$ cat src/art_defs.svh
`ifndef ART_DEFS_SVH
`define ART_DEFS_SVH

// register offsets on the plain register port
`define ART_OFF_CTRL      4'h0
`define ART_OFF_RLD_LO    4'h1
`define ART_OFF_RLD_HI    4'h2
`define ART_OFF_CNT_LO    4'h3
`define ART_OFF_CNT_HI    4'h4
`define ART_OFF_CLKSEL    4'h5
`define ART_OFF_STATUS    4'h6

// control register field positions
`define ART_BIT_HI_OVF    7
`define ART_BIT_LO_OVF    6
`define ART_BIT_LO_IRQEN  5
`define ART_BIT_CAP_EN    4
`define ART_BIT_SPLIT     3
`define ART_BIT_RUN       2
`define ART_BIT_ALT_MSB   1
`define ART_BIT_ALT_LSB   0

// clock select register field positions
`define ART_BIT_LO_SYS    0
`define ART_BIT_HI_SYS    1
`define ART_BIT_TMR_IRQEN 2

// reset values
`define ART_RST_BYTE      8'h00
// every control bit is writable; the alternate select needs both low bits
`define ART_CTRL_MASK     8'hff
`define ART_CTRL_ALT_MASK 8'h03

// timing counts
`define ART_SYS_DIV       4'd12
`define ART_SYNC_CLOCKS   2'd3

`endif

$ cat src/art_pkg.sv
package art_pkg;

    // alternate clock choice when a byte does not use the system clock
    typedef enum logic [1:0]
    {
        ART_ALT_DIV12 = 2'b00,
        ART_ALT_EXT8  = 2'b01,
        ART_ALT_RSVD  = 2'b10,
        ART_ALT_LFO   = 2'b11
    } art_alt_type;

    // resync tracker after suspend, one-hot
    typedef enum logic [1:0]
    {
        ART_SYNC_IDLE = 2'b01,
        ART_SYNC_WAIT = 2'b10
    } art_sync_type;

endpackage

$ cat src/art_tick_if.sv
`timescale 1ns/100ps

// count enables from the tick generator to the counter
interface art_tick_if;
    logic tick_lo;
    logic tick_hi;
    logic lfo_fall;
    logic ext_edge;

    modport gen
    (
        output tick_lo,
        output tick_hi,
        output lfo_fall,
        output ext_edge
    );

    modport use_side
    (
        input tick_lo,
        input tick_hi,
        input lfo_fall,
        input ext_edge
    );
endinterface

$ cat src/art_tick_gen.sv
`timescale 1ns/100ps
`include "art_defs.svh"

module art_tick_gen
(
    // clock and reset
    input  wire logic             mclk,
    input  wire logic             reset,
    // raw inputs from outside the domain
    input  wire logic             ext_clk_div8,
    input  wire logic             lfo_div8,
    input  wire logic             lfo_raw,
    input  wire logic             lfo_div_is_one,
    // selection
    input  wire logic             lo_sys,
    input  wire logic             hi_sys,
    input  wire logic [1:0]       alt_sel,
    // ticks out
    art_tick_if.gen               tk
);

    logic [2:0] ext_s;
    logic [2:0] lfo8_s;
    logic [2:0] lfo_s;
    logic [3:0] div12_cnt;
    logic       div12_tick;
    logic       ext_rise;
    logic       lfo8_rise;
    logic       alt_tick;

    // two flops before use, third flop only for edge detection
    always_ff @(posedge mclk)
    begin
        if (reset)
        begin
            ext_s  <= 3'h0;
            lfo8_s <= 3'h0;
            lfo_s  <= 3'h7;
        end
        else
        begin
            ext_s  <= {ext_s[1:0], ext_clk_div8};   // RQ3
            lfo8_s <= {lfo8_s[1:0], lfo_div8};      // RQ3
            lfo_s  <= {lfo_s[1:0], lfo_raw};
        end
    end

    // system clock divided by twelve
    always_ff @(posedge mclk)
    begin
        if (reset)
            div12_cnt <= 4'h0;
        else if (div12_cnt == `ART_SYS_DIV - 4'd1)
            div12_cnt <= 4'h0;
        else
            div12_cnt <= div12_cnt + 4'd1;
    end

    assign div12_tick = (div12_cnt == `ART_SYS_DIV - 4'd1);
    assign ext_rise   = ext_s[1] & ~ext_s[2];
    // lfo path stays idle unless its own divider is one
    assign lfo8_rise  = lfo8_s[1] & ~lfo8_s[2] & lfo_div_is_one;  // RQ7

    // alternate source choice; reserved code never ticks
    always_comb
    begin
        case (art_pkg::art_alt_type'(alt_sel))
            art_pkg::ART_ALT_DIV12: alt_tick = div12_tick;
            art_pkg::ART_ALT_EXT8:  alt_tick = ext_rise;
            art_pkg::ART_ALT_LFO:   alt_tick = lfo8_rise;
            default:                alt_tick = 1'b0;
        endcase
    end

    assign tk.tick_lo  = lo_sys ? 1'b1 : alt_tick;  // RQ2 RQ13
    assign tk.tick_hi  = hi_sys ? 1'b1 : alt_tick;  // RQ13
    assign tk.lfo_fall = ~lfo_s[1] & lfo_s[2];
    assign tk.ext_edge = ext_rise | lfo8_rise;

endmodule

$ cat src/art_timer.sv
// What this block does
// RQ1: sixteen-bit count in two bytes; split bit picks 16-bit or dual 8-bit
// RQ2: count clock from system_clock, system_clock/12, external/8 or lfo/8
// RQ3: divided external and lfo clocks are synchronised outside suspend
// RQ4: in suspend the divided clock drives the counter, still counting up
// RQ5: overflow in suspend wakes the device; preload sets the delay
// RQ6: sync pending flag up to three timer clocks after other wake
// RQ7: lfo clock counts only when the oscillator divider is one
// RQ8: 16-bit wrap reloads from reload bytes and sets high flag
// RQ9: 16-bit overflow requests interrupt when timer interrupt enabled
// RQ10: low byte wrap also interrupts when low interrupt enable set too
// RQ11: split mode: each byte reloads from its own reload byte
// RQ12: split mode: run bit gates only high byte, low always runs
// RQ13: per byte system_clock select, else alternate select picks the source
// RQ14: split mode: each byte wrap sets its own overflow flag
// RQ15: split interrupts on high wrap, either byte with low enable
// RQ16: overflow flags are only cleared by software
// RQ17: handler reads both flags to find the source
// RQ18: capture copies count to reload on lfo falling edge, sets high flag
// RQ19: software keeps split off while capture is active
// RQ20: capture clock must be much faster than the lfo
// RQ21: all counts, reloads and control clear at reset
`timescale 1ns/100ps
`include "art_defs.svh"

module art_timer
(
    // clock and reset
    input  wire logic             mclk,
    input  wire logic             reset,
    // register port
    input  wire logic [3:0]       reg_addr,
    input  wire logic [7:0]       reg_wdata,
    input  wire logic             reg_wr,
    input  wire logic             reg_rd,
    output logic      [7:0]       reg_rdata,
    // clock sources and power state
    input  wire logic             ext_clk_div8,
    input  wire logic             lfo_div8,
    input  wire logic             lfo_raw,
    input  wire logic             lfo_div_is_one,
    input  wire logic             suspend,
    input  wire logic             other_wake,
    // outputs
    output logic                  timer_irq,
    output logic                  wake_req,
    output logic                  timer_sync_pending
);

    logic [7:0] count_low_byte;
    logic [7:0] count_high_byte;
    logic [7:0] reload_low_byte;
    logic [7:0] reload_high_byte;
    logic [7:0] timer_control_reg;
    logic [2:0] clock_select_reg;
    logic [1:0] susp_s;
    logic [1:0] wake_s;
    logic       wake_seen;
    logic [1:0] sync_cnt;
    art_pkg::art_sync_type sync_state;

    logic       split_select;
    logic       high_byte_run;
    logic       lo_irq_en;
    logic       cap_en;
    logic       tmr_irq_en;
    logic       lo_wrap;
    logic       hi_wrap;
    logic       full_wrap;
    logic       set_hi;
    logic       set_lo;
    logic       wr_ctrl;
    logic       in_susp;
    logic [7:0] next_lo;
    logic [7:0] next_hi;
    logic [8:0] lo_inc;
    logic [8:0] hi_inc;

    art_tick_if tk ();

    assign split_select  = timer_control_reg[`ART_BIT_SPLIT];
    assign high_byte_run = timer_control_reg[`ART_BIT_RUN];
    assign lo_irq_en     = timer_control_reg[`ART_BIT_LO_IRQEN];
    assign cap_en        = timer_control_reg[`ART_BIT_CAP_EN];
    assign tmr_irq_en    = clock_select_reg[`ART_BIT_TMR_IRQEN];
    assign in_susp       = susp_s[1];

    // tick sources and synchronisers live in the leaf
    art_tick_gen u_tick
    (
        .mclk           (mclk),
        .reset          (reset),
        .ext_clk_div8   (ext_clk_div8),
        .lfo_div8       (lfo_div8),
        .lfo_raw        (lfo_raw),
        .lfo_div_is_one (lfo_div_is_one),
        .lo_sys         (clock_select_reg[`ART_BIT_LO_SYS]),
        .hi_sys         (clock_select_reg[`ART_BIT_HI_SYS]),
        .alt_sel        (timer_control_reg[`ART_BIT_ALT_MSB:`ART_BIT_ALT_LSB]),
        .tk             (tk)
    );

    // byte increment with wrap detection, shared by both bytes
    function automatic logic [8:0] inc_byte(input logic [7:0] v);
        inc_byte = {1'b0, v} + 9'h001;
    endfunction

    // carry into bit 8 marks a byte wrap from 0xff to 0x00
    assign lo_inc = inc_byte(count_low_byte);
    assign hi_inc = inc_byte(count_high_byte);

    // power state inputs come from another domain
    always_ff @(posedge mclk)
    begin
        if (reset)
        begin
            susp_s <= 2'b00;
            wake_s <= 2'b00;
        end
        else
        begin
            susp_s <= {susp_s[0], suspend};
            wake_s <= {wake_s[0], other_wake};
        end
    end

    // overflow detection for each mode
    always_comb
    begin
        lo_wrap   = 1'b0;
        hi_wrap   = 1'b0;
        full_wrap = 1'b0;
        if (split_select)
        begin
            lo_wrap = tk.tick_lo & lo_inc[8];  // RQ12
            hi_wrap = tk.tick_hi & high_byte_run
                    & hi_inc[8];
        end
        else if (high_byte_run)
        begin
            lo_wrap   = tk.tick_lo & lo_inc[8];
            full_wrap = lo_wrap & hi_inc[8];
        end
    end

    // next count values; the tick is the synchronised divided clock,
    // which in suspend is the only thing still moving the counter
    always_comb
    begin
        next_lo = count_low_byte;
        next_hi = count_high_byte;
        if (split_select)
        begin
            // RQ11
            if (tk.tick_lo)
                next_lo = lo_wrap ? reload_low_byte
                                  : lo_inc[7:0];
            if (tk.tick_hi && high_byte_run)
                next_hi = hi_wrap ? reload_high_byte
                                  : hi_inc[7:0];
        end
        else if (high_byte_run && tk.tick_lo)
        begin
            // RQ1 RQ4
            if (full_wrap)
            begin
                next_lo = reload_low_byte;   // RQ8
                next_hi = reload_high_byte;  // RQ8
            end
            else
            begin
                next_lo = lo_inc[7:0];
                next_hi = lo_wrap ? hi_inc[7:0]
                                  : count_high_byte;
            end
        end
    end

    // counter bytes; software write takes priority over counting
    always_ff @(posedge mclk)
    begin
        if (reset)
        begin
            count_low_byte  <= `ART_RST_BYTE;  // RQ21
            count_high_byte <= `ART_RST_BYTE;
        end
        else
        begin
            count_low_byte  <= next_lo;
            count_high_byte <= next_hi;
            if (reg_wr && reg_addr == `ART_OFF_CNT_LO)
                count_low_byte <= reg_wdata;  // RQ5
            if (reg_wr && reg_addr == `ART_OFF_CNT_HI)
                count_high_byte <= reg_wdata;
        end
    end

    // reload bytes; capture overwrites them with the live count
    always_ff @(posedge mclk)
    begin
        if (reset)
        begin
            reload_low_byte  <= `ART_RST_BYTE;
            reload_high_byte <= `ART_RST_BYTE;
        end
        else if (cap_en && tk.lfo_fall)
        begin
            reload_low_byte  <= count_low_byte;   // RQ18
            reload_high_byte <= count_high_byte;  // RQ18
        end
        else if (reg_wr)
        begin
            if (reg_addr == `ART_OFF_RLD_LO)
                reload_low_byte <= reg_wdata;
            if (reg_addr == `ART_OFF_RLD_HI)
                reload_high_byte <= reg_wdata;
        end
    end

    assign set_hi  = hi_wrap | full_wrap | (cap_en & tk.lfo_fall);
    assign set_lo  = lo_wrap;
    assign wr_ctrl = reg_wr && reg_addr == `ART_OFF_CTRL;

    // control register; hardware only sets flags, and a set beats a clear
    always_ff @(posedge mclk)
    begin
        if (reset)
            timer_control_reg <= `ART_RST_BYTE;
        else
        begin
            if (wr_ctrl)
                timer_control_reg <= reg_wdata & `ART_CTRL_MASK;
            if (set_hi)
                timer_control_reg[`ART_BIT_HI_OVF] <= 1'b1;  // RQ8 RQ14 RQ16
            if (set_lo)
                timer_control_reg[`ART_BIT_LO_OVF] <= 1'b1;  // RQ14 RQ16
        end
    end

    // per byte system_clock selects and timer interrupt enable
    always_ff @(posedge mclk)
    begin
        if (reset)
            clock_select_reg <= 3'h0;
        else if (reg_wr && reg_addr == `ART_OFF_CLKSEL)
            clock_select_reg <= reg_wdata[2:0];
    end

    // interrupt is a level from the flags so software sees both sources
    always_ff @(posedge mclk)
    begin
        if (reset)
            timer_irq <= 1'b0;
        else
            timer_irq <= tmr_irq_en
                       & (timer_control_reg[`ART_BIT_HI_OVF]  // RQ9 RQ15
                       | (lo_irq_en
                          & timer_control_reg[`ART_BIT_LO_OVF]));  // RQ10
    end

    // wake request while suspended on a high flag set, or on a low byte wrap in split mode only
    always_ff @(posedge mclk)
    begin
        if (reset)
            wake_req <= 1'b0;
        else if (!in_susp)
            wake_req <= 1'b0;
        else if (set_hi || (split_select && set_lo))
            wake_req <= 1'b1;  // RQ5
    end

    // a foreign wake leaves the timer unsafe until three timer ticks pass
    always_ff @(posedge mclk)
    begin
        if (reset)
        begin
            sync_state <= art_pkg::ART_SYNC_IDLE;
            sync_cnt   <= 2'd0;
            wake_seen  <= 1'b0;
        end
        else
        begin
            wake_seen <= wake_s[1];
            case (sync_state)
                art_pkg::ART_SYNC_IDLE:
                    if (wake_s[1] && !wake_seen && !wake_req)
                    begin
                        sync_state <= art_pkg::ART_SYNC_WAIT;  // RQ6
                        sync_cnt   <= 2'd0;
                    end
                art_pkg::ART_SYNC_WAIT:
                    if (tk.ext_edge || tk.tick_lo)
                    begin
                        if (sync_cnt == `ART_SYNC_CLOCKS - 2'd1)
                            sync_state <= art_pkg::ART_SYNC_IDLE;
                        else
                            sync_cnt <= sync_cnt + 2'd1;
                    end
                default:
                    sync_state <= art_pkg::ART_SYNC_IDLE;
            endcase
        end
    end

    assign timer_sync_pending = (sync_state == art_pkg::ART_SYNC_WAIT);

    // read data appears in the cycle after the strobe; unmapped reads zero
    always_ff @(posedge mclk)
    begin
        if (reset)
            reg_rdata <= 8'h00;
        else if (reg_rd)
        begin
            case (reg_addr)
                `ART_OFF_CTRL:   reg_rdata <= timer_control_reg;
                `ART_OFF_RLD_LO: reg_rdata <= reload_low_byte;
                `ART_OFF_RLD_HI: reg_rdata <= reload_high_byte;
                `ART_OFF_CNT_LO: reg_rdata <= count_low_byte;
                `ART_OFF_CNT_HI: reg_rdata <= count_high_byte;
                `ART_OFF_CLKSEL: reg_rdata <= {5'h00, clock_select_reg};
                `ART_OFF_STATUS: reg_rdata <= {6'h00, wake_req,
                                               timer_sync_pending};
                default:         reg_rdata <= 8'h00;
            endcase
        end
        else
            reg_rdata <= 8'h00;
    end

endmodule

$ cat config.mk
export PLATFORM = sky130hd
export DESIGN_NAME = art_timer
export DESIGN_NICKNAME = d
export VERILOG_FILES = /design/src/art_pkg.sv /design/src/art_tick_if.sv /design/src/art_tick_gen.sv /design/src/art_timer.sv
export VERILOG_INCLUDE_DIRS = /design/src
export SDC_FILE = /design/constraint.sdc
export NUM_CORES = 1
export LEC_CHECK = 0
export BUFFER_PORTS_ARGS = -buffer_cell sky130_fd_sc_hd__buf_2
export CAP_MARGIN = 20
export CORE_ASPECT_RATIO = 1.4
export CORE_UTILIZATION = 50
export DETAILED_ROUTE_END_ITERATION = 6
export GPL_TIMING_DRIVEN = 0
export PLACE_DENSITY = 0.77
export SYNTH_ARGS = -nofsm -noshare
export SYNTH_HDL_FRONTEND = slang
export SYNTH_HIERARCHICAL = 1
export SYNTH_SLANG_ARGS = --single-unit
$ cat constraint.sdc
create_clock -name mclk -period 2.2 [get_ports mclk]
set_input_delay 0 -clock mclk [delete_from_list [all_inputs] [get_ports mclk]]
set_output_delay 0 -clock mclk [all_outputs]
set_load 0.01 [all_outputs]
# Yosys cells after proc, flatten, opt, wreduce, memory -nomap -nowiden
# Index checks and enable logic that the tools add are counted.
# Widths: inputs -> output; s select.
# totals
n_memories,0
regBits,75
ramBits,0
latch_bits,0
elab_cells,135
output_inout_bits,11
inputBits,22
mem_bits_ro,0
# classes
multipliers,0
shift,0
bitwise_logic,20
n_lt_le_gt_ge,0
reduce_logical,34
add_sub_neg,4
eq_ne,18
muxes,39
n_div,0
# op_table
cell,n
$mux 8,20
$pmux 8 s7,1
$add 8x1->9 const B,2
$eq 4x3->1 const B,3
$mux 2,6
$reduce_bool 2->1,6
$and 1x1->1,11
$logic_and 1x1->1,10
$mux 1,9
$eq 4x2->1 const B,2
$pmux 2 s2,2
$eq 2x2->1 const B,3
$ne 3x1->1 const B,2
$reduce_and 2->1,3
$reduce_and 3->1,2
$reduce_bool 3->1,2
$reduce_or 2->1,3
$not 1->1,5
$add 4x1->4 const B,1
$eq 2x1->1 const B,2
$eq 4x1->1 const B,1
$eq 4x4->1 const B,1
$logic_not 4->1,1
$ne 2x1->1 const B,2
other kinds (9),15

# Longest topological paths before layout
# Gate-level depths: netlist (run 1).
# logic_depth
word_depth,13
ltp_mapped,10
depth_no_buf,9

# Cells and area by module
# Netlist (run 1), hierarchy kept.
# by_module_without_submodules
module,area_per_inst_um2,instances,cells_per_inst,seq_area_each_um2
art_timer,3253.1,1,379,1241.2
art_tick_gen,467.9,1,46,260.2

# Worst setup path after synthesis (run 1)
# Ideal clock, no wire load.
# synth_path
kind,register -> register
startpoint,reg u_tick.div12_cnt[0]
endpoint,reg count_low_byte[3]
setup_time_ns,0.103
slack_ns,0.194
n_path_buf,0
path_stages_with_launch,10
period_less_slack_ns,2.006
t_arrival_ns,1.903
required_time_ns,2.097
path_cell_list,dfxtp_1 > ha_1 > nand4bb_1 > a21o_1 > nand2_1 > nand4_1 > nor2_2 > nand2_1 > mux2i_1 > a2111oi_2
# synth_via
elab_chain_len,11
elab_cells_between_ends,19
classes_between,eq/ne (2); mux (12); bitwise (2); reduce/logical (3)
# synth_rtl
item,line,text
start: declaration,art_tick_gen.sv:25,logic [3:0] div12_cnt;
start signal: assignment,art_tick_gen.sv:56,div12_cnt <= div12_cnt + 4'd1;
$eq 4x4->1 *,art_tick_gen.sv:59,assign div12_tick = (div12_cnt == `ART_SYS_DIV - 4'd1);
$pmux 1 s3 *,art_tick_gen.sv:67,case (art_pkg::art_alt_type'(alt_sel))
$mux 1 *,art_tick_gen.sv:75,assign tk.tick_lo = lo_sys ? 1'b1 : alt_tick;
net tk.tick_lo,art_tick_if.sv:5,logic tick_lo;
$and 1x1->1,"art_timer.sv:135, art_timer.sv:141",
$and 1x1->1,art_timer.sv:142,full_wrap = lo_wrap & hi_inc[8];
$mux 1,art_timer.sv:139,else if (high_byte_run)
$mux 1,art_timer.sv:133,if (split_select)
$mux 8,art_timer.sv:165,if (full_wrap)
$mux 8,art_timer.sv:162,else if (high_byte_run && tk.tick_lo)
$mux 8,art_timer.sv:152,if (split_select)
$mux 8,art_timer.sv:191,if (reg_wr && reg_addr == `ART_OFF_CNT_LO)
end signal: assignment,art_timer.sv:184,count_low_byte <= `ART_RST_BYTE;
end signal: assignment,art_timer.sv:189,count_low_byte <= next_lo;
end signal: assignment,art_timer.sv:192,count_low_byte <= reg_wdata;
end: declaration,art_timer.sv:50,logic [7:0] count_low_byte;
# Mark *: on every way through the listed nets, which the timed path passes. The rest lies on a longest branch. The select of a mux whose other input is x is not followed.
# A chain may end at the register's enable or synchronous reset.

# Worst setup path after layout (run 1)
# layout_path
startpoint,reg count_low_byte[1]
endpoint,reg count_high_byte[0]
# layout_via
elab_chain_len,9
elab_cells_between_ends,13
classes_between,add/sub (1); mux (8); bitwise (2); reduce/logical (2)
# layout_rtl
item,line,text
$add 8x1->9 *,art_timer.sv:105,"inc_byte = {1'b0, v} + 9'h001;"
$and 1x1->1 *,"art_timer.sv:135, art_timer.sv:141",
$and 1x1->1,art_timer.sv:142,
$mux 1,art_timer.sv:139,
$mux 1,art_timer.sv:133,
$mux 8,art_timer.sv:165,
$mux 8,art_timer.sv:162,
$mux 8,art_timer.sv:152,
$mux 8,art_timer.sv:193,if (reg_wr && reg_addr == `ART_OFF_CNT_HI)
end signal: assignment,art_timer.sv:185,count_high_byte <= `ART_RST_BYTE;
end signal: assignment,art_timer.sv:190,count_high_byte <= next_hi;
end signal: assignment,art_timer.sv:194,count_high_byte <= reg_wdata;
end: declaration,art_timer.sv:51,logic [7:0] count_high_byte;
# Every way passes the cells marked *; elsewhere a longest branch is shown, timed or not. The select of a mux whose other input is x is not followed.

==> summary.md, run 1 <==
The run finished with clean final reports. The logs give 481 MHz for the maximum frequency from static timing analysis and 0 for the number of violations of the max-capacitance limit. The routed layout has 3684 vias.

The number of buffers inserted by port buffering was 27; the wire length of the first global-routing pass was 17800 um. In the final routed layout, each cell accounts on average for 18.9 um. Measured in cells, the most critical reg-to-reg path has a length of 7. The kind of start point of the critical path was a flop.

Die outline area: 7800 um2. The post-route clock skew was 0.0150 ns. Combined global-route utilization of all metal layers: 0.303.

The tools report the slack of the worst reg-to-reg path as 0.12 ns. Final instance count without filler cells: 579. The via-per-instance ratio was 6.36.

In this run the worst hold path is classified as in -> reg. Sum of buffers and inverters on the critical path: 1. The worst register-to-register path ends at count_high_byte[0]$_SDFFE_PP0P_. For this design, the sink count on the clock tree is 75.

The kind of cell with the highest combined delay along the critical path is compound AO/OA/AOI/OAI gates. The clock period minus final worst setup slack was 2.08 ns; the actual slew at the worst max-slew pin was 0.680 ns. The logs give 0 for the number of antenna violations at the first check in global routing and 10900 um for the total wirelength of the detailed-routed design.

The Yosys step of the flow raised 6 warnings. The sum of overflow across all layers after global routing came out at 0. The root buffer cell is clkbuf_8. The run gives 547 as the number of instances in the placed design. The endpoint kind of the worst setup timing path is a flop. The area growth from synthesis to layout is 16.4%, and the initial standard-cell utilization of the core is 0.526. The summed instance area of the synthesized netlist was 3720 um2; the maximum fanout along the worst path was 7. The number of nets handed over by synthesis was 451.

The signal on the critical path passes through ha_1 > nand4_1 > o31ai_4 > buf_6 > a21o_4 > o221ai_1 > a31oi_1. The logs give 0 for the final count of hold timing violations and 2.35 ns for the data arrival time of the critical path. The total iterations of the first detailed-routing run came out at 6. For hold timing, the worst endpoint is reload_high_byte[7]$_SDFFE_PP0P_. For the synthesized instance count, the log shows 425. Leakage power figure: 1.65 nW. From bottom edge to top edge, the die measures 104 um. The run gives 36 as the row count.

For the post-route core utilization, the log shows 0.613. The fraction of final layout cells sized beyond drive strength 1 works out to 0.184. The tools report the critical hold path startpoint as reg_wdata[7]. The clock passes through at most 2 buffers. The register clock-pin slew on the reported worst setup and hold paths was 0.08 ns.

Setup violations remaining at the end of the flow were counted as 0. The worst voltage drop across the vdd grid came out at 0.423 mV. Detailed placement finished with a half-perimeter wire length of 7910 um. The run gives 0 as the number of max-slew violations in the final report. The part of the Yosys area used for sequential elements is 0.403, and the I/O pin total is 33. The insertion delay of the later-clocked pin in the worst-skew pair came out at 0.36 ns. For the worst slew margin relative to its limit, the log shows 0.546. In the layout the commonest cells are dfxtp_1 (73), nand2_1 (46), a21oi_1 (38). The final clock period utilization by the worst path was 0.946; the number of library cell types mapped by synthesis was 61.

For this run, design rule violations remaining after detail routing come to 0. Counting flops and latches in the post-synthesis netlist gives 75. The H-tree was split into 3 levels.

The predominant post-synthesis flop cell is dfxtp_1. STA puts the critical path data required time at 2.47 ns. TritonCTS built the clock tree.

At the end of the flow, the number of nets in the layout was 505. Power spread over the standard cell area amounts to 579 nW/um2. The number of antenna diodes in the final layout is 0. After the first detailed-routing iteration, the DRC count stood at 528. Among all stages on the critical path, the largest delay is contributed by dfxtp_1.

The worst hold margin was 0.0168 ns. The floorplan step defined a core boundary enclosing 7070 um2. The post-synthesis area per instance works out to 8.76 um2. Counting flops with a built-in enable in the synthesized netlist gives 0. The proportion of synthesized flip-flops having asynchronous set or reset works out to 0.

The detail route stage leaves a number of antenna-violating nets equal to 0. The critical path is of the reg -> reg type. The worst hold path was traced through 3 stages. The most common library cell in the layout ignoring fill and taps was dfxtp_1. Largest net degree at the start of global routing: 12. The weighted congestion reported at the end of routability-driven placement was 0.957; the biggest cell delay along the critical path was 0.52 ns.

The floorplan step set the die width to 74.9 um. Clock tree synthesis inserted a total of 9 buffers. In this run the critical register-to-register path is launched from count_low_byte[1]$_SDFFE_PP0P_. The tools report the via count of the first global-routing pass as 3633.
==> Yosys cell counts (4+ instances only) <==
library cell	instances	area, um2
ha_1	4	50.1
o21ai_1	4	20.0
o221ai_1	6	52.6
a222oi_1	7	70.1
dfxtp_1	75	1500
a21oi_1	39	195
a22oi_1	8	60.1
nor2b_1	12	75.1
nor3_1	4	20.0
buf_2	9	45.0
clkbuf_1	16	60.1
and3_1	6	37.5
inv_1	6	22.5
a311oi_1	16	140
nand2_1	48	180
nor2_1	30	113
mux2i_1	9	90.1
a31oi_1	7	43.8
nand3_1	35	175
nor3b_1	4	30.0
xnor2_1	7	61.3
nand4_1	8	50.1
a2111oi_2	4	60.1
==> cell type report <==
class	count	area, um2
flip-flops and latches	75	1500
clock inverters	3	15.0
well taps	95	119
multi-input cells	313	2080
repair buffers	43	292
fillers	620	2740
plain buffers	31	161
clock buffers	13	139
inverters	6	22.5
==> report_power, final <==
part / internal, mW / leakage (nW) / total [mW] / switching (mW)
combinational: 0.0855 / 0.963 / 0.213 / 0.128
clock: 0.405 / 0.0812 / 0.882 / 0.477
sequential: 1.39 / 0.609 / 1.41 / 0.0262
==> cell families after synthesis <==
kind of cell	after synthesis	share of synthesized area
AND/OR/NAND/NOR	178	0.263
XOR/XNOR	9	0.0212
AO/OA/AOI/OAI	113	0.225
flip-flops	75	0.403
buffers and inverters	37	0.0494
multiplexers	9	0.0242
adder cells (fa/ha/maj)	4	0.0135
==> per-stage QoR <==
stage          instance area [um2]  worst slack (ns)  TNS (ns)  total power, mW
2_1_floorplan                 3720             0.194         0             1.56
3_3_place_gp                  3980           -0.0850    -0.276             1.62
3_5_place_dp                  3980            -0.142    -0.488             1.63
4_1_cts                       4300           0.00638         0             2.52
5_1_grt                       4330          -0.00692   -0.0130             2.61
6_report                      4330             0.120         0             2.51
==> metal layers <==
metal / routed length [um] / GRT usage / part of all wire
met5: 0 / 0 / 0
met4: 529 / 0.178 / 0.048
met3: 979 / 0.0814 / 0.090
met2: 5350 / 0.476 / 0.49
met1: 4050 / 0.361 / 0.37
==> worst register-to-register path: stages, from the launching register on <==
cell,delay (ns)
dfxtp_1,0.52
ha_1,0.35
nand4_1,0.26
o31ai_4,0.25
buf_6,0.17
a21o_4,0.16
o221ai_1,0.12
a31oi_1,0.17
==> repair_timing <==
action                     4_1_cts  5_1_grt
pin swaps                        2        8
hold endpoints to repair        25        0
hold buffers                    13        0
setup endpoints to repair       11       16
buffers inserted                 2        1
gates resized for setup          7        7
==> worst max-delay path by stage <==
stage | slack (ns) | cells after the start | start | end
floorplan | 0.19 | 9 | u_tick/div12_cnt[0]$_SDFF_PP0_ | count_low_byte[3]$_SDFFE_PP0P_
global placement | -0.08 | 9 | u_tick/div12_cnt[0]$_SDFF_PP0_ | count_low_byte[3]$_SDFFE_PP0P_
detailed placement | -0.14 | 9 | u_tick/div12_cnt[0]$_SDFF_PP0_ | count_low_byte[5]$_SDFFE_PP0P_
CTS | 0.006 | 6 | count_high_byte[1]$_SDFFE_PP0P_ | count_low_byte[2]$_SDFFE_PP0P_
global route | -0.007 | 10 | u_tick/div12_cnt[0]$_SDFF_PP0_ | count_high_byte[0]$_SDFFE_PP0P_
finish | 0.12 | 7 | count_low_byte[1]$_SDFFE_PP0P_ | count_high_byte[0]$_SDFFE_PP0P_
Note: power is estimated with default switching activity, not from simulation.
==> run 2: changes to the inputs <==
--- a/config.mk
+++ b/config.mk
@@ -8,11 +8,10 @@
 export LEC_CHECK = 0
 export BUFFER_PORTS_ARGS = -buffer_cell sky130_fd_sc_hd__buf_2
 export CAP_MARGIN = 20
-export CORE_ASPECT_RATIO = 1.4
 export CORE_UTILIZATION = 50
 export DETAILED_ROUTE_END_ITERATION = 6
 export GPL_TIMING_DRIVEN = 0
-export PLACE_DENSITY = 0.77
+export PLACE_DENSITY = 0.75
 export SYNTH_ARGS = -nofsm -noshare
 export SYNTH_HDL_FRONTEND = slang
 export SYNTH_HIERARCHICAL = 1
==> summary.md, run 2 (synthesized netlist as in run 1, its figures left out) <==
The run finished with clean final reports. The total power was 2.73 mW. The die covers 7790 um2. Start of the worst register-to-register path: u_tick/div12_cnt[0]$_SDFF_PP0_.

The final count of hold timing violations came out at 0. Compared with the post-synthesis result, the final layout area differs by 19.2%. The combined global-route utilization of all metal layers is 0.303, and the via-per-instance ratio is 6.21.

Class of the most critical setup path: reg -> reg. Before antenna repair, the detailed router went through 6 iterations. Before CTS, the worst setup slack after placement is -0.223 ns. The tools report the count of nets left with antenna violations after detail routing as 0. Leaving out fill and tap cells, the most frequent cells in the layout are dfxtp_1 (73), nand2_1 (46), a21oi_1 (39). Setup violations remaining at the end of the flow were counted as 0. Wires add up to 11200 um. The logs give 0 for the number of violations of the max-capacitance limit and 3640 for the via total after detailed routing. The number of violations reported at the end of detailed-routing iteration 0 is 493, and the number of antenna violations at the first check in global routing is 0. Hold is met by 0.0448 ns. The number of placed instances, taps included, is 551. The routed wirelength normalized by instance count came out at 19.1 um. TritonCTS built the clock tree. Measured along the x axis, the die boundary spans 88.3 um. After routing, the total negative slack on setup checks comes to 0 ns. The logs give 3420 for the via count of the first global-routing pass and 2.48 ns for the required time reported for the critical path endpoint. The number of max-slew violations in the final report was 0. The logs give 0.971 for the weighted congestion reported at the end of routability-driven placement and 2 for the largest buffer count on any clock path. For the fill cell instance count of the final layout, the log shows 659.

The HPWL after detailed placement is 7730 um. The deepest level of the CTS H-tree is 3, and the setup slack of the critical path after layout is 0.0905 ns. After detailed routing, the number of remaining DRC violations is 0.

The fraction of final layout cells sized beyond drive strength 1 was 0.199. The run gives 33 as the I/O pin total. The tightest min-delay check is of the in -> reg type. The library cell used most frequently in the layout, excluding fill and tap cells, is dfxtp_1.

The tools report the worst voltage drop across the vdd grid as 0.390 mV. The tools report the number of diodes added for antenna fixing as 0. The finished cells cover 4440 um2. Worst setup path startpoint: u_tick/div12_cnt[0]$_SDFF_PP0_. In this run the core area contains 31 standard-cell rows. For the pin with the worst max-slew slack, the measured transition is 0.780 ns. The run gives 1510 um2 as the sequential cell area. The leakage power figure was 1.69 nW.

The finished layout holds 586 standard cells, fillers aside. The multi-input combinational cells in the finished layout cover a total of 2100 um2. Dividing total power by cell area gives a power density of 616 nW/um2. The run gives 474 MHz as the maximum frequency from static timing analysis.

The first global-routing pass estimated 17700 um of wire. Endpoint kind of the worst setup timing path: a flop. The floorplan step set the die height to 88.3 um. The TritonCTS sink count came out at 75.

The tools report the kind of start point of the critical path as a flop. The TritonCTS buffer count was 9. For the worst setup path, the data arrival time is 2.39 ns. The post-placement cell area is 3980 um2, and the register clock-pin slew on the reported worst setup and hold paths is 0.08 ns. At the later pin of the worst-skew pair, clock insertion delay measures 0.36 ns. The post-route core utilization is 0.615, and the number of buffers inserted by port buffering is 27.

For the total core area, the log shows 7210 um2. Entering global routing, the biggest net connects 14 pins. Maximum fanout along the worst path: 4. The run gives 0.480 as the worst slew margin relative to its limit. Setup repair after global routing could not meet its margin everywhere. The final clock period utilization by the worst path was 0.959. The root buffer cell chosen for the clock tree is clkbuf_8.

The logs give 0.516 for the initial standard-cell utilization of the core and 0.00677 ns for the post-route clock skew. The clock period minus final worst setup slack is 2.11 ns. After global routing the overflow that remains totals 0. The startpoint identified for the worst hold timing path is reg_addr[0]. After the last flow step, the layout net total stands at 508.
[run 2: changes by cell type in the layout (fill, tap and decap cells not counted), sizes merged]
cell,before,now
clkbuf,29,26
clkinvlp,0,1
buf,45,47
bufinv,0,1
clkinv,3,4
dlygate4sd3,13,14
[run 2: routing by layer]
metal | part of all wire | GRT usage
met1 | 0.42 | 0.414
met5 | 0 | 0
met3 | 0.098 | 0.0700
met2 | 0.47 | 0.476
met4 | 0.011 | 0.0968
[run 2: final timing paths]
check / endpoint / slack [ns] / depth (start not counted)
min: reload_high_byte[3]$_SDFFE_PP0P_ / 0.04 / 4
max reg2reg: count_low_byte[0]$_SDFFE_PP0P_ / 0.09 / 10
max: count_low_byte[0]$_SDFFE_PP0P_ / 0.09 / 10
min reg2reg: u_tick/lfo_s[1]$_SDFF_PP1_ / 0.42 / 1
[run 2: area by class of cell]
type / count / share of cell area
inverters: 6 / 0.00508
flip-flops and latches: 75 / 0.340
repair buffers: 46 / 0.0722
clock inverters: 6 / 0.0147
clock buffers: 10 / 0.0310
well taps: 99 / 0.0279
multi-input cells: 313 / 0.473
plain buffers: 31 / 0.0364
[run 2: where the power goes]
group          switching [mW]  leakage (nW)  internal [mW]
registers              0.0261         0.609           1.39
logic                   0.132         0.982         0.0884
clock network           0.547         0.102          0.555
[run 2: worst max-delay path, cell delays in order, from the launching register on]
cell,delay [ns]
dfxtp_4,0.37
ha_4,0.13
nand4bb_1,0.12
a21o_1,0.24
nand2_4,0.09
nand4_1,0.22
nor2_4,0.24
buf_6,0.13
a21oi_1,0.06
a211o_1,0.25
a211oi_2,0.18
[run 2: what timing repair did]
action	in CTS	in global routing
hold endpoints to repair	28	0
resized for setup	7	12
setup endpoints to repair	16	17
hold buffers	14	0
setup buffers	3	2
pin swaps	3	11
==> run 3: changes to the inputs <==
--- a/config.mk
+++ b/config.mk
@@ -6,12 +6,12 @@
 export SDC_FILE = /design/constraint.sdc
 export NUM_CORES = 1
 export LEC_CHECK = 0
-export BUFFER_PORTS_ARGS = -buffer_cell sky130_fd_sc_hd__buf_2
 export CAP_MARGIN = 20
 export CORE_UTILIZATION = 50
 export DETAILED_ROUTE_END_ITERATION = 6
+export DONT_BUFFER_PORTS = 1
 export GPL_TIMING_DRIVEN = 0
-export PLACE_DENSITY = 0.75
+export PLACE_DENSITY = 0.71
 export SYNTH_ARGS = -nofsm -noshare
 export SYNTH_HDL_FRONTEND = slang
 export SYNTH_HIERARCHICAL = 1
==> constraint.sdc (replaced) <==
create_clock -name mclk -period 2.2 [get_ports mclk]
set_input_delay 0.11 -clock mclk [delete_from_list [all_inputs] [get_ports mclk]]
set_output_delay 0.11 -clock mclk [all_outputs]
set_load 0.01 [all_outputs]
==> summary.md, run 3 (synthesized netlist as in run 1, its figures left out) <==
TritonCTS built the clock tree. For this design the top-level I/O count stands at 33. Once detailed placement completed, the half-perimeter wirelength came to 7840 um.

The final count of hold timing violations was 0; the combined global-route utilization of all metal layers was 0.319. After routing the design area is 4330 um2. The actual slew at the worst max-slew pin came out at 0.692 ns. Slack of the worst reg-to-reg path: 0.09 ns. Fraction of final layout cells sized beyond drive strength 1: 0.156. Critical hold path startpoint: reg_wdata[4].

From synthesis to final layout, the design area changed by 16.3%. The largest buffer count on any clock path was 2. The maximum frequency from static timing analysis is 474 MHz, and the overall die width is 88.3 um. The post-placement cell area is 3840 um2, and the DRC violations left is 0. The run finished with clean final reports. Before antenna repair, the detailed router went through 7 iterations. The tools report the wire length of the first global-routing pass as 18500 um. Setup slack closes at 0.0886 ns.

Data arrives at the worst endpoint at 2.42 ns. The worst register-to-register path begins at u_tick/div12_cnt[0]$_SDFF_PP0_. The tightest min-delay check is of the in -> reg type. The clock period minus final worst setup slack was 2.11 ns.

The run gives 1.56 nW as the leakage power figure. The count of final setup violators was 0. The H-tree generated during clock tree synthesis spans 3 levels. The endpoint of the lowest-slack register-to-register path was count_high_byte[7]$_SDFFE_PP0P_.

The run gives 0 as the count of nets left with antenna violations after detail routing. The class of the most critical setup path was reg -> reg. The tools report the number of violations of the max-capacitance limit as 0. The worst-case setup slack after placement is -0.117 ns. Along the worst path, the maximum fanout reaches 7. The via total after detailed routing is 3678, and the TritonCTS sink count is 75.

The die covers 7790 um2. STA classifies the critical path endpoint as a flop. Summed over all layers, the routed wires come to 11700 um.

Measured along the y axis, the die boundary spans 88.3 um. Across the VDD grid, the largest voltage drop is 0.542 mV. The initial standard-cell utilization of the core came out at 0.516. The number of antenna violations at the first check in global routing is 0. For the final database, setup skew stands at 0.0144 ns.

Counting cells, the worst reg-to-reg path comes to 12. 0 antenna diodes ended up in the layout. The worst setup path startpoint is u_tick/div12_cnt[0]$_SDFF_PP0_. For the worst-skew pair, the clock arrives at the later sink with an insertion delay of 0.37 ns. The congestion estimate from routability-driven global placement came to 0.962. The library cell used most frequently in the layout, excluding fill and tap cells, is dfxtp_1. Entering global routing, the biggest net connects 14 pins. The run gives 474 as the number of violations reported at the end of detailed-routing iteration 0. The via count of the first global-routing pass came out at 3568. In this run the power density over the cells is 659 nW/um2.

Following the worst setup path forward leads to its endpoint at count_high_byte[7]$_SDFFE_PP0P_. The post-layout net count is 484. The total core area was 7210 um2. The root buffer cell was clkbuf_8. The register clock-pin slew on the reported worst setup and hold paths is 0.09 ns, and the row count is 31. The TritonCTS buffer count is 9. Setup repair after global routing could not meet its margin everywhere. The number of buffers inserted by port buffering is 0, and the required time reported for the critical path endpoint is 2.51 ns. The number of max-slew violations in the final report is 0, and the routed wirelength normalized by instance count is 20.7 um.

STA classifies the critical path startpoint as a flop. The worst slew margin relative to its limit is 0.539, and the final clock period utilization by the worst path is 0.960. The via-per-instance ratio was 6.54; the sum of overflow across all layers after global routing was 0. In the layout the commonest cells are dfxtp_1 (72), nand2_1 (46), a21oi_1 (39).
==> run 3: cell count changes in the layout (fill, tap and decap cells not counted), sizes merged <==
cell and change:
buf -24, bufinv +1, clkbuf +1, clkinv -3
inv +1
==> run 3: timing repair <==
action                     4_1_cts  5_1_grt
pin swaps                        3        4
setup endpoints to repair       13       17
setup buffers                    3        5
resized for setup                3       13
hold buffers                    14        0
hold endpoints to repair        40        0
==> run 3: worst min-delay path by stage <==
stage                                                 end  slack [ns]  depth (start not counted)
after detailed placement       u_tick/ext_s[0]$_SDFF_PP0_        0.18                          1
after global placement        u_tick/lfo8_s[1]$_SDFF_PP0_        0.18                          1
after CTS                 count_high_byte[2]$_SDFFE_PP0P_       0.006                          2
after floorplan                u_tick/ext_s[0]$_SDFF_PP0_        0.18                          1
final                     count_high_byte[4]$_SDFFE_PP0P_       0.004                          2
after global routing      count_high_byte[4]$_SDFFE_PP0P_        0.01                          2
==> run 3: layout make-up <==
class | instances | area, um2
Tap cell | 99 | 124
Clock inverter | 5 | 85.1
Buffer | 31 | 161
Timing Repair Buffer | 22 | 208
Multi-Input combinational cell | 313 | 2080
Fill cell | 678 | 2890
Sequential cell | 75 | 1510
Inverter | 6 | 22.5
Clock buffer | 11 | 141
==> run 3: routing by layer <==
layer  wire length [um]  GRT usage  part of all wire  up-vias
met5                  0          0                 0        -
met4                537      0.186             0.046        0
met3               1120     0.0690             0.096       60
met2               5330      0.495              0.46      248
met1               4670      0.410              0.40     1718
li1                   -          -                 -     1652
==> run 3: worst max-delay path: stages (launching register included) <==
cell and delay [ns]:
dfxtp_4 0.37, ha_4 0.13, nand4bb_1 0.11, a21o_1 0.21
nand2_2 0.08, nand4_1 0.12, buf_6 0.16, o31ai_4 0.17
buf_6 0.16, a21o_4 0.17, buf_4 0.12, o221ai_1 0.10
a21oi_1 0.15
==> run 3: where the power goes <==
group	internal (mW)	switching (mW)	total, mW
sequential	1.39	0.0261	1.41
combinational	0.0780	0.123	0.201
clock	0.676	0.564	1.24
total	2.14	0.713	2.85
==> run 3: stage by stage <==
step | utilization | hold WS (ns) | setup TNS, ns | cells | power, mW
2_1_floorplan | - | 0.182 | 0 | 425 | 1.56
3_3_place_gp | 0.533 | 0.182 | -0.296 | 524 | 1.60
3_5_place_dp | 0.533 | 0.184 | -0.583 | 524 | 1.60
4_1_cts | 0.588 | 0.00567 | 0 | 557 | 2.83
5_1_grt | 0.600 | 0.0139 | -0.0244 | 562 | 2.93
6_report | 0.600 | 0.00432 | 0 | 562 | 2.85
